--- config.mk ---
export PLATFORM = sky130hd
export DESIGN_NAME = aoc_output_config
export DESIGN_NICKNAME = d
export VERILOG_FILES = /design/src/aoc_output_config.v /design/src/aoc_serial_rx.v
export VERILOG_INCLUDE_DIRS = /design/src
export SDC_FILE = /design/constraint.sdc
export NUM_CORES = 1
export LEC_CHECK = 0
export BUFFER_PORTS_ARGS = -buffer_cell sky130_fd_sc_hd__clkbuf_2
export CAP_MARGIN = 20
export CORE_ASPECT_RATIO = 1.4
export CORE_MARGIN = 8
export CORE_UTILIZATION = 35
export DETAILED_ROUTE_END_ITERATION = 8
export PLACE_DENSITY = 0.62
export SLEW_MARGIN = 20
export SYNTH_ARGS = -nofsm -noshare
export SYNTH_HDL_FRONTEND = slang
export SYNTH_HIERARCHICAL = 1
export SYNTH_SLANG_ARGS = --single-unit
--- constraint.sdc ---
create_clock -name clk_sys -period 2.6 [get_ports clk_sys]
set_input_delay 0.52 -clock clk_sys [delete_from_list [all_inputs] [get_ports clk_sys]]
set_output_delay 0.52 -clock clk_sys [all_outputs]
set_load 0.01 [all_outputs]
--- src/aoc_regs.vh ---
// register map, field positions and reset values of the output configuration bank
// How it works
// clock drive bit: 0 normal, 1 double
// data drive bit sets all data buffers
// format field: 00 pin, 10 twos, 11 offset
// offset loop enable bit switches correction loop
// second coefficient in upper four bits
// host writes zero to low four bits
// custom word split D10-D3 and D2-D0
// format, enhancement, pattern registers reset zero
// pattern code 101 outputs custom word
// host writes zero to low five bits
// enhancement enable bit 4, coefficient one bits 3-0
`ifndef AOC_REGS_VH
`define AOC_REGS_VH

// ----------------------------------------
// offsets
// ----------------------------------------
`define AOC_ADDR_DRIVE 8'h26
`define AOC_ADDR_FORMAT 8'h3d
`define AOC_ADDR_COEF_TWO 8'h3e
`define AOC_ADDR_PAT_UPPER 8'h3f
`define AOC_ADDR_PAT_LOWER 8'h40

// ----------------------------------------
// fields
// ----------------------------------------
`define AOC_BIT_CLK_DRIVE 1
`define AOC_BIT_DATA_DRIVE 0
`define AOC_FMT_HI 7
`define AOC_FMT_LO 6
`define AOC_BIT_OFFSET_EN 5
`define AOC_BIT_NS_EN 4
`define AOC_COEF1_HI 3
`define AOC_COEF1_LO 0
`define AOC_COEF2_HI 7
`define AOC_COEF2_LO 4
`define AOC_PATLO_HI 7
`define AOC_PATLO_LO 5

// ----------------------------------------
// codes and reset values
// ----------------------------------------
`define AOC_FMT_PIN 2'h0
`define AOC_FMT_TWOS 2'h2
`define AOC_FMT_OFFSET 2'h3
`define AOC_TP_CUSTOM 3'h5
`define AOC_RESET_VAL 8'h00
`define AOC_SER_BITS 16
`define AOC_SER_LAST 5'h0f

`endif

--- src/aoc_output_config.v ---
// output configuration register bank and output sample selection
`timescale 1ns/1ps
`include "aoc_regs.vh"
module aoc_output_config #(
  parameter WORD_W = 11
) (
  // clock and reset
  input wire clk_sys,
  input wire sys_rst,
  // serial programming pins
  input wire ser_enable_n,
  input wire ser_clk,
  input wire ser_data,
  // device controls from outside this bank
  input wire format_select_pin,
  input wire [2:0] test_pattern_select,
  // converted samples, offset binary
  input wire [WORD_W-1:0] sample_in,
  // configuration outputs
  output reg clock_out_drive_double_q,
  output reg data_drive_double_q,
  output reg twos_complement_q,
  output reg offset_loop_enable_q,
  output reg noise_shaping_enable_q,
  output reg [3:0] noise_shaping_coef_one_q,
  output reg [3:0] noise_shaping_coef_two_q,
  // output data
  output reg [WORD_W-1:0] data_out_q
);

  // ----------------------------------------
  // serial receiver
  // ----------------------------------------
  wire wr_stb;
  wire [7:0] wr_addr;
  wire [7:0] wr_data;
  reg [1:0] fmt_q;
  reg [7:0] pat_upper_q;
  reg [2:0] pat_lower_q;
  reg [1:0] dfs_s_q;
  reg twos_d;
  wire [WORD_W-1:0] custom_word;

  aoc_serial_rx u_rx (
    .clk_sys(clk_sys),
    .sys_rst(sys_rst),
    .ser_enable_n(ser_enable_n),
    .ser_clk(ser_clk),
    .ser_data(ser_data),
    .wr_stb_q(wr_stb),
    .wr_addr_q(wr_addr),
    .wr_data_q(wr_data)
  );

  function hit;
    input [7:0] addr;
    input [7:0] target;
    begin
      hit = wr_stb && (addr == target);
    end
  endfunction

  // ----------------------------------------
  // register writes
  // ----------------------------------------
  always @(posedge clk_sys) begin
    if (sys_rst) begin
      clock_out_drive_double_q <= 1'b0;
      data_drive_double_q <= 1'b0;
      fmt_q <= `AOC_FMT_PIN;
      offset_loop_enable_q <= 1'b0;
      noise_shaping_enable_q <= 1'b0;
      noise_shaping_coef_one_q <= 4'h0;
      noise_shaping_coef_two_q <= 4'h0;
      pat_upper_q <= `AOC_RESET_VAL;
      pat_lower_q <= 3'h0;
    end else begin
      if (hit(wr_addr, `AOC_ADDR_DRIVE)) begin
        clock_out_drive_double_q <= wr_data[`AOC_BIT_CLK_DRIVE];
        data_drive_double_q <= wr_data[`AOC_BIT_DATA_DRIVE];
      end
      if (hit(wr_addr, `AOC_ADDR_FORMAT)) begin
        fmt_q <= wr_data[`AOC_FMT_HI:`AOC_FMT_LO];
        offset_loop_enable_q <= wr_data[`AOC_BIT_OFFSET_EN];
        noise_shaping_enable_q <= wr_data[`AOC_BIT_NS_EN];
        noise_shaping_coef_one_q <= wr_data[`AOC_COEF1_HI:`AOC_COEF1_LO];
      end
      if (hit(wr_addr, `AOC_ADDR_COEF_TWO)) begin
        // low bits are reserved and expected zero from the host
        noise_shaping_coef_two_q <= wr_data[`AOC_COEF2_HI:`AOC_COEF2_LO];
      end
      if (hit(wr_addr, `AOC_ADDR_PAT_UPPER)) begin
        pat_upper_q <= wr_data;
      end
      if (hit(wr_addr, `AOC_ADDR_PAT_LOWER)) begin
        pat_lower_q <= wr_data[`AOC_PATLO_HI:`AOC_PATLO_LO];
      end
    end
  end

  // ----------------------------------------
  // format selection
  // ----------------------------------------
  always @(posedge clk_sys) begin
    if (sys_rst) begin
      dfs_s_q <= 2'h0;
    end else begin
      dfs_s_q <= {dfs_s_q[0], format_select_pin};
    end
  end

  always @* begin
    case (fmt_q)
      `AOC_FMT_TWOS: twos_d = 1'b1;
      `AOC_FMT_OFFSET: twos_d = 1'b0;
      default: twos_d = dfs_s_q[1];
    endcase
  end

  // ----------------------------------------
  // output data
  // ----------------------------------------
  assign custom_word = {pat_upper_q, pat_lower_q};

  always @(posedge clk_sys) begin
    if (sys_rst) begin
      twos_complement_q <= 1'b0;
      data_out_q <= {WORD_W{1'b0}};
    end else begin
      twos_complement_q <= twos_d;
      if (test_pattern_select == `AOC_TP_CUSTOM) begin
        data_out_q <= custom_word;
      end else if (twos_d) begin
        data_out_q <= {~sample_in[WORD_W-1], sample_in[WORD_W-2:0]};
      end else begin
        data_out_q <= sample_in;
      end
    end
  end

endmodule // aoc_output_config

--- src/aoc_serial_rx.v ---
// serial programming receiver: 8 address bits then 8 data bits, msb first
`timescale 1ns/1ps
`include "aoc_regs.vh"
module aoc_serial_rx (
  // clock and reset
  input wire clk_sys,
  input wire sys_rst,
  // serial pins
  input wire ser_enable_n,
  input wire ser_clk,
  input wire ser_data,
  // decoded write
  output reg wr_stb_q,
  output reg [7:0] wr_addr_q,
  output reg [7:0] wr_data_q
);

  // ----------------------------------------
  // pin synchronisers
  // ----------------------------------------
  reg [1:0] sen_s_q;
  reg [2:0] sclk_s_q;
  reg [1:0] sdat_s_q;
  reg [15:0] shift_q;
  reg [4:0] count_q;
  wire sclk_rise;

  always @(posedge clk_sys) begin
    if (sys_rst) begin
      sen_s_q <= 2'h3;
      sclk_s_q <= 3'h0;
      sdat_s_q <= 2'h0;
    end else begin
      sen_s_q <= {sen_s_q[0], ser_enable_n};
      sclk_s_q <= {sclk_s_q[1:0], ser_clk};
      sdat_s_q <= {sdat_s_q[0], ser_data};
    end
  end

  assign sclk_rise = sclk_s_q[1] & ~sclk_s_q[2];

  // ----------------------------------------
  // shift and word assembly
  // ----------------------------------------
  always @(posedge clk_sys) begin
    if (sys_rst) begin
      shift_q <= 16'h0000;
      count_q <= 5'h00;
      wr_stb_q <= 1'b0;
      wr_addr_q <= 8'h00;
      wr_data_q <= 8'h00;
    end else begin
      wr_stb_q <= 1'b0;
      if (sen_s_q[1]) begin
        // frame ended or idle: a partial word is dropped
        count_q <= 5'h00;
      end else if (sclk_rise) begin
        shift_q <= {shift_q[14:0], sdat_s_q[1]};
        if (count_q == `AOC_SER_LAST) begin
          count_q <= 5'h00;
          wr_stb_q <= 1'b1;
          wr_addr_q <= shift_q[14:7];
          wr_data_q <= {shift_q[6:0], sdat_s_q[1]};
        end else begin
          count_q <= count_q + 5'h01;
        end
      end
    end
  end

endmodule // aoc_serial_rx

==> impl_metrics.yaml, run 1 <==
cells_and_area:
  nets: 391
  diodes: 0
  multi_input_area_sq_um: 1290
  syn_to_final_growth_pct: 17.9
  fin_util_pct: 42.3
  regArea_sq_um: 1660
  fillers: 852
  drive_gt1_share_pct: 20.0
critical_path:
  r2r_start: "u_rx/wr_addr_q[0]"
  slowest_delay_ps: 700
  required_ps: 2790
  cp_num_buf_inv: 0
  path_cells: "nand3_1, nor4_4, mux2i_1, nor2_1"
  r2r_end: "offset_loop_enable_q"
  path_class: "reg2reg"
  cp_slowest_cell: "nor4_4"
  cp.depth: 4
  reg2reg_depth: 4
  end_kind: "register"
  cp_data_arrival_time_ps: 1940
  cp_max_fo: 8
  cp_top_family: "simple AND/OR/NAND/NOR gates"
  critPathLaunchType: "register"
  r2r_slack_ps: 850
floorplanning:
  rows: 40
  io_pins: 44
  initial_utilization_pct: 35.9
  die_area_sq_um: 12100
  dieWidth_um: 95.2
  core_sq_um: 8560
  die_h_um: 127
routing:
  postRouteAntennaNets: 0
  wire_per_inst_um: 12.4
  drt-pass1-iter-count: 4
  drt-total-wl_um: 5970
  viasPerCell: 4.73
  drt_iter0_drc: 121
  drc: 0
  vias: 2268
sta:
  rsz0062_at_grt: "no"
  skew_ps: 9.62
  maxSlewViolCount: 0
  setup_viol_count_final: 0
  fin_ws_ps: 848
  timing.hold.ws_ps: 365
  worst_slew_margin_rel_pct: 30.8
  fmax_mhz: 571
  post-route-period-util_pct: 67.4
  fin_crit_ps: 1750
  final_hold_viol_count: 0
  tns_ps: 0
  worst_pin_slew_ps: 1040
cts:
  cts.clk_slew.worst_paths_ps: 60
  cts_setup_buffers: 0
  hold_buffers: 0
  htreeDepth: 3
  max-clock-path-buffers: 2
  insertion_delay_ps: 330
  cts_resized: 0
  cts.sinks: 83
  cts_buffers: 9
  cts_tree: "yes"
  ctsRootBufferMaster: "clkbuf_16"
yosys:
  yosys.area_share.simple_pct: 22.6
  netlist_area_sq_um: 3070
  synth-seq-cells: 83
  ys_warn_count: 6
  yosys.area.top_type: "dfxtp_1"
  yosysUniqueCellTypes: 32
  ys.flop_type: "dfxtp_1"
  ys_seq_area_share_pct: 54.1
  synth_fa_ha_area_share_pct: 0.407
  synth_top_family_by_area: "simple AND/OR/NAND/NOR gates"
  yosys-top-cells-count: "dfxtp_1 (83), nand2_1 (56), a21oi_1 (43)"
  synth-edff-count: 0
  synth_nets: 353
  ys_async_sr_fraction_pct: 0
  netlist.area_leader.share_pct: 54.1
  synthCells: 332
  synth.most_common_cell: "dfxtp_1"
  yosys-top-cells-area: "dfxtp_1 (54%), mux2i_1 (8.5%), a21oi_1 (7.0%), nand2_1 (6.8%), nor2_1 (3.5%)"
  synthXorXnorAreaFrac_pct: 0.570
  muxShareOfSynthArea_pct: 8.48
  syn-mean-instance-area_sq_um: 9.25
  synth-compound-area-share_pct: 10.1
grt:
  grt_max_degree: 33
  grt_pass1_vias: 2125
  grt_pass1_wl_um: 9740
  antenna_found_initial: 0
  grt_util_all_layers_pct: 10.1
  grt-ovfl-total: 0
hold_path:
  hold_class: "in2reg"
  hold_path_startpoint: "ser_enable_n"
  whs_endpoint: "u_rx/sen_s_q[0]"
  holdPathStages: 2
outcome:
  outcome: "finished clean"
place:
  place_congestion: 0.709
  dp_hpwl_um: 4280
  pre_cts_ws_ps: 842
  portBuffers: 43
pwr:
  vdd_ir_drop_max_v: 0.000369
  p_leak_nw: 1.32
  power_density_nw_per_um2: 699
job:
  maxCapViolCount: 0
-- per-layer routing --
metal	track usage, %	vias to the layer above	part of all wire [%]
met2	17.4	44	50
met1	10.9	1010	42
met4	5.26	0	1.8
li1	-	1205	-
met5	0	-	0
met3	2.48	9	5.9
-- stage by stage --
step / cell area (sq um) / cells / power [W]
final: 3620 / 480 / 0.00253
after CTS: 3620 / 480 / 0.00256
after global routing: 3620 / 480 / 0.00262
after floorplan: 3070 / 332 / 0.00137
after global placement: 3340 / 464 / 0.00140
after detailed placement: 3340 / 464 / 0.00140
-- worst max path at each step --
| stage | startpoint | end | slack [ps] |
|---|---|---|---|
| after global placement | u_rx/wr_addr_q[0] | offset_loop_enable_q | 890 |
| after CTS | u_rx/wr_addr_q[0] | offset_loop_enable_q | 820 |
| after floorplan | u_rx/wr_addr_q[0] | pat_lower_q[0] | 990 |
| after global routing | u_rx/wr_addr_q[0] | fmt_q[0] | 720 |
| final | u_rx/wr_addr_q[0] | offset_loop_enable_q | 850 |
| after detailed placement | u_rx/wr_addr_q[0] | fmt_q[0] | 840 |
-- layout by cell type, fill, tap and decap left out, drive strengths merged, types with 2 or more instances in the layout --
cell	instances
nand2b	2
clkinv	3
or3	3
mux2i	26
nor2	29
nand3	19
nor2b	7
inv	3
buf	5
a21oi	43
nor3b	2
clkbuf	52
nand2	56
dfxtp	83
nand3b	4
o21ai	16
clkinvlp	2
or3b	3
nor4	2
xor2	2
or2	4
nor3	3
-- state kept, by name (all words and copies together) (netlist names), 2 cells and up --
name                      flops
u_rx/wr_addr_q                8
noise_shaping_coef_one_q      4
pat_lower_q                   3
u_rx/count_q                  5
u_rx/wr_data_q                8
u_rx/sclk_s_q                 3
dfs_s_q                       2
u_rx/sdat_s_q                 2
fmt_q                         2
u_rx/sen_s_q                  2
noise_shaping_coef_two_q      4
data_out_q                   11
pat_upper_q                   8
u_rx/shift_q                 15
-- where the power goes --
group          internal, W  switching, W
clock             0.000651      0.000510
combinational    0.0000312     0.0000452
sequential         0.00129    0.00000494
-- cells by family after synthesis --
family / Yosys count
compound gates: 61
xor+xnor: 2
fa+ha+maj: 1
buf+inv: 22
flops: 83
mux: 26
simple gates: 137
-- cell type report --
cell class,count,area share (%)
Clock inverter,7,1.42
Sequential cell,83,45.9
Timing Repair Buffer,48,6.98
Multi-Input combinational cell,227,35.7
Clock buffer,9,6.22
Inverter,1,0.104
Tap cell,105,3.63
No activity file was read; power rests on OpenSTA's default activity.
==> inputs of run 2 (changes only) <==
--- a/config.mk
+++ b/config.mk
@@ -6,6 +6,7 @@
 export SDC_FILE = /design/constraint.sdc
 export NUM_CORES = 1
 export LEC_CHECK = 0
+export ABC_AREA = 1
 export BUFFER_PORTS_ARGS = -buffer_cell sky130_fd_sc_hd__clkbuf_2
 export CAP_MARGIN = 20
 export CORE_ASPECT_RATIO = 1.4
==> constraint.sdc (replaced) <==
create_clock -name clk_sys -period 1.8 [get_ports clk_sys]
set_input_delay 0.36 -clock clk_sys [delete_from_list [all_inputs] [get_ports clk_sys]]
set_output_delay 0.36 -clock clk_sys [all_outputs]
set_load 0.01 [all_outputs]
==> run 2 against run 1 <==
  * Via count grew 24%
  * Global-route usage is 0.61 points higher
  * Clock power increased by 71%
  * Highest routed layer unchanged
  * Sequential power grew 45%
  * Maximum frequency increased by 25%
  * Synthesized cell count up 38%
  * Combinational power is 96% higher
==> impl_metrics.yaml, run 2 <==
cts:
  insertion_delay_ps: 330
  max-clock-path-buffers: 2
  hold_buffers: 0
  cts_tree: "yes"
  cts.sinks: 83
  cts.clk_slew.worst_paths_ps: 60
  cts_setup_buffers: 0
  cts_resized: 0
  ctsRootBufferMaster: "clkbuf_16"
  htreeDepth: 3
  cts_buffers: 9
cells_and_area:
  syn_to_final_growth_pct: 17.8
  fillers: 985
  nets: 519
  fin_area_sq_um: 4040
  top_regs: "u_rx/shift_q: 15 flops, data_out_q: 11 flops"
  drive_gt1_share_pct: 16.1
  diodes: 0
  largest_register_ffs: 15
  layout_common_cells: "nor2_1 (112), nand2_1 (90), dfxtp_1 (83)"
  layout.cells.non_filler: 638
  final_common_cell: "nor2_1"
  regMostFlops: "u_rx/shift_q"
critical_path:
  required_ps: 2030
  path_class: "reg2reg"
  cp_data_arrival_time_ps: 1640
  end_kind: "register"
  critPathLaunchType: "register"
  reg2reg_depth: 6
  cp_max_fo: 17
floorplanning:
  initial_utilization_pct: 35.2
  die_h_um: 133
  dieWidth_um: 99.7
  die_area_sq_um: 13300
  io_pins: 44
  core_sq_um: 9740
  rows: 43
hold_path:
  hold_class: "in2reg"
  holdPathStages: 2
pwr:
  switching_power_w: 0.000792
  total_power_w: 0.00400
  p_sw_share_pct: 19.8
  power_density_nw_per_um2: 991
  combinationalPowerShare_pct: 3.7
  p_leak_nw: 1.69
  vdd_ir_drop_max_v: 0.000458
  p_clk_share_pct: 49.5
  p_int_w: 0.00321
  seqPwrFrac_pct: 46.8
sta:
  maxSlewViolCount: 0
  setup_viol_count_final: 0
  fmax_mhz: 711
  post-route-period-util_pct: 78.1
  rsz0062_at_grt: "no"
  worst_slew_margin_rel_pct: 71.0
  tns_ps: 0
  fin_ws_ps: 394
  skew_ps: 5.26
  final_hold_viol_count: 0
  worst_pin_slew_ps: 432
  fin_crit_ps: 1410
yosys:
  synth-edff-count: 0
  synth-seq-cells: 83
  yosys.area.top_type: "dfxtp_1"
  netlist.area_leader.share_pct: 48.4
  yosys-top-cells-area: "dfxtp_1 (48%), nor2_1 (12%), nand2_1 (9.8%), a21oi_1 (5.5%), nand3_1 (5.0%)"
  ys_async_sr_fraction_pct: 0
  ys.flop_type: "dfxtp_1"
  ys_warn_count: 6
  synth_nets: 479
  yosysUniqueCellTypes: 25
  ys_seq_area_share_pct: 48.4
  syn-mean-instance-area_sq_um: 7.49
  yosys-top-cells-count: "nor2_1 (112), nand2_1 (90), dfxtp_1 (83)"
  synth.most_common_cell: "nor2_1"
  synthCells: 458
  netlist_area_sq_um: 3430
place:
  place_congestion: 0.756
  portBuffers: 43
  dp.cells: 622
  pre_cts_ws_ps: 389
  dp_hpwl_um: 4990
  place_area_sq_um: 3710
grt:
  grt-ovfl-total: 0
  grt_max_degree: 41
  grt_pass1_wl_um: 11700
  grt_pass1_vias: 2735
  antenna_found_initial: 0
  grt_util_all_layers_pct: 10.7
routing:
  vias: 2821
  drt-pass1-iter-count: 4
  wire_per_inst_um: 10.8
  postRouteAntennaNets: 0
  viasPerCell: 4.42
  drc: 0
  drt-total-wl_um: 6910
  drt_iter0_drc: 83
job:
  maxCapViolCount: 0
outcome:
  outcome: "finished clean"
-- run 2: changes by cell type after synthesis, sizes merged, moves of 3 or more --
| cell | previous run | this run |
|---|---|---|
| nor2b | 7 | 0 |
| or3 | 3 | 0 |
| nand3b | 4 | 16 |
| clkbuf | 10 | 6 |
| nand3 | 19 | 35 |
| nor3 | 3 | 0 |
| nor2 | 29 | 120 |
| a21oi | 43 | 38 |
| buf | 11 | 14 |
| inv | 1 | 34 |
| or3b | 3 | 0 |
| mux2i | 26 | 0 |
| nand2 | 56 | 92 |
-- run 2: power by group through the flow --
| stage | logic, W | registers [W] | clock network, W |
|---|---|---|---|
| after global routing | 0.000173 | 0.00187 | 0.00208 |
| final | 0.000150 | 0.00187 | 0.00198 |
| after detailed placement | 0.000152 | 0.00191 | 0 |
| after global placement | 0.000151 | 0.00191 | 0 |
| after CTS | 0.000153 | 0.00187 | 0.00204 |
| after floorplan | 0.0000837 | 0.00192 | 0 |
-- run 2: path summary, 6_finish.rpt --
path                    start           endpoint  slack [ps]
max           u_rx/count_q[0]  u_rx/wr_addr_q[0]         390
min              ser_enable_n    u_rx/sen_s_q[0]         210
max reg2reg   u_rx/count_q[0]  u_rx/wr_addr_q[0]         390
min reg2reg  u_rx/sdat_s_q[0]   u_rx/sdat_s_q[1]         400
-- run 2: through the flow --
step	utilization, %	hold slack (ps)
global route	41.5	219
finish	41.5	210
detailed placement	38.1	392
floorplan	-	388
global placement	38.1	393
CTS	41.5	200
-- run 2: logic make-up after synthesis --
group                    share of synthesized area (%)
AO/OA/AOI/OAI                                     7.58
adder cells (fa/ha/maj)                          0.365
buffers and inverters                             8.17
flip-flops                                        48.4
AND/OR/NAND/NOR                                   35.5
-- run 2: per-layer routing --
| layer | vias up | GRT usage, % | part of all wire [%] |
|---|---|---|---|
| li1 | 1527 | - | - |
| met1 | 1227 | 10.3 | 42 |
| met2 | 54 | 19.4 | 51 |
| met3 | 13 | 2.61 | 4.4 |
| met4 | 0 | 7.26 | 3.1 |
| met5 | - | 0 | 0 |
-- run 2: worst max-delay path, cell delays in order, from the launching register on --
cell and delay [ps]:
dfxtp_1 370, ha_1 220, nand2_1 120, nor2_4 340, nand3b_1 120, nand2_1 80
nor2_1 50
-- run 2: cell type report --
cell class                      instances  area, sq um  share of cell area, %
Clock buffer                           12          256                   6.35
Multi-Input combinational cell        320         1490                   36.9
Inverter                               35          131                   3.25
Sequential cell                        83         1660                   41.1
Tap cell                              135          169                   4.18
Clock inverter                          4         72.6                   1.80
Timing Repair Buffer                   49          260                   6.44
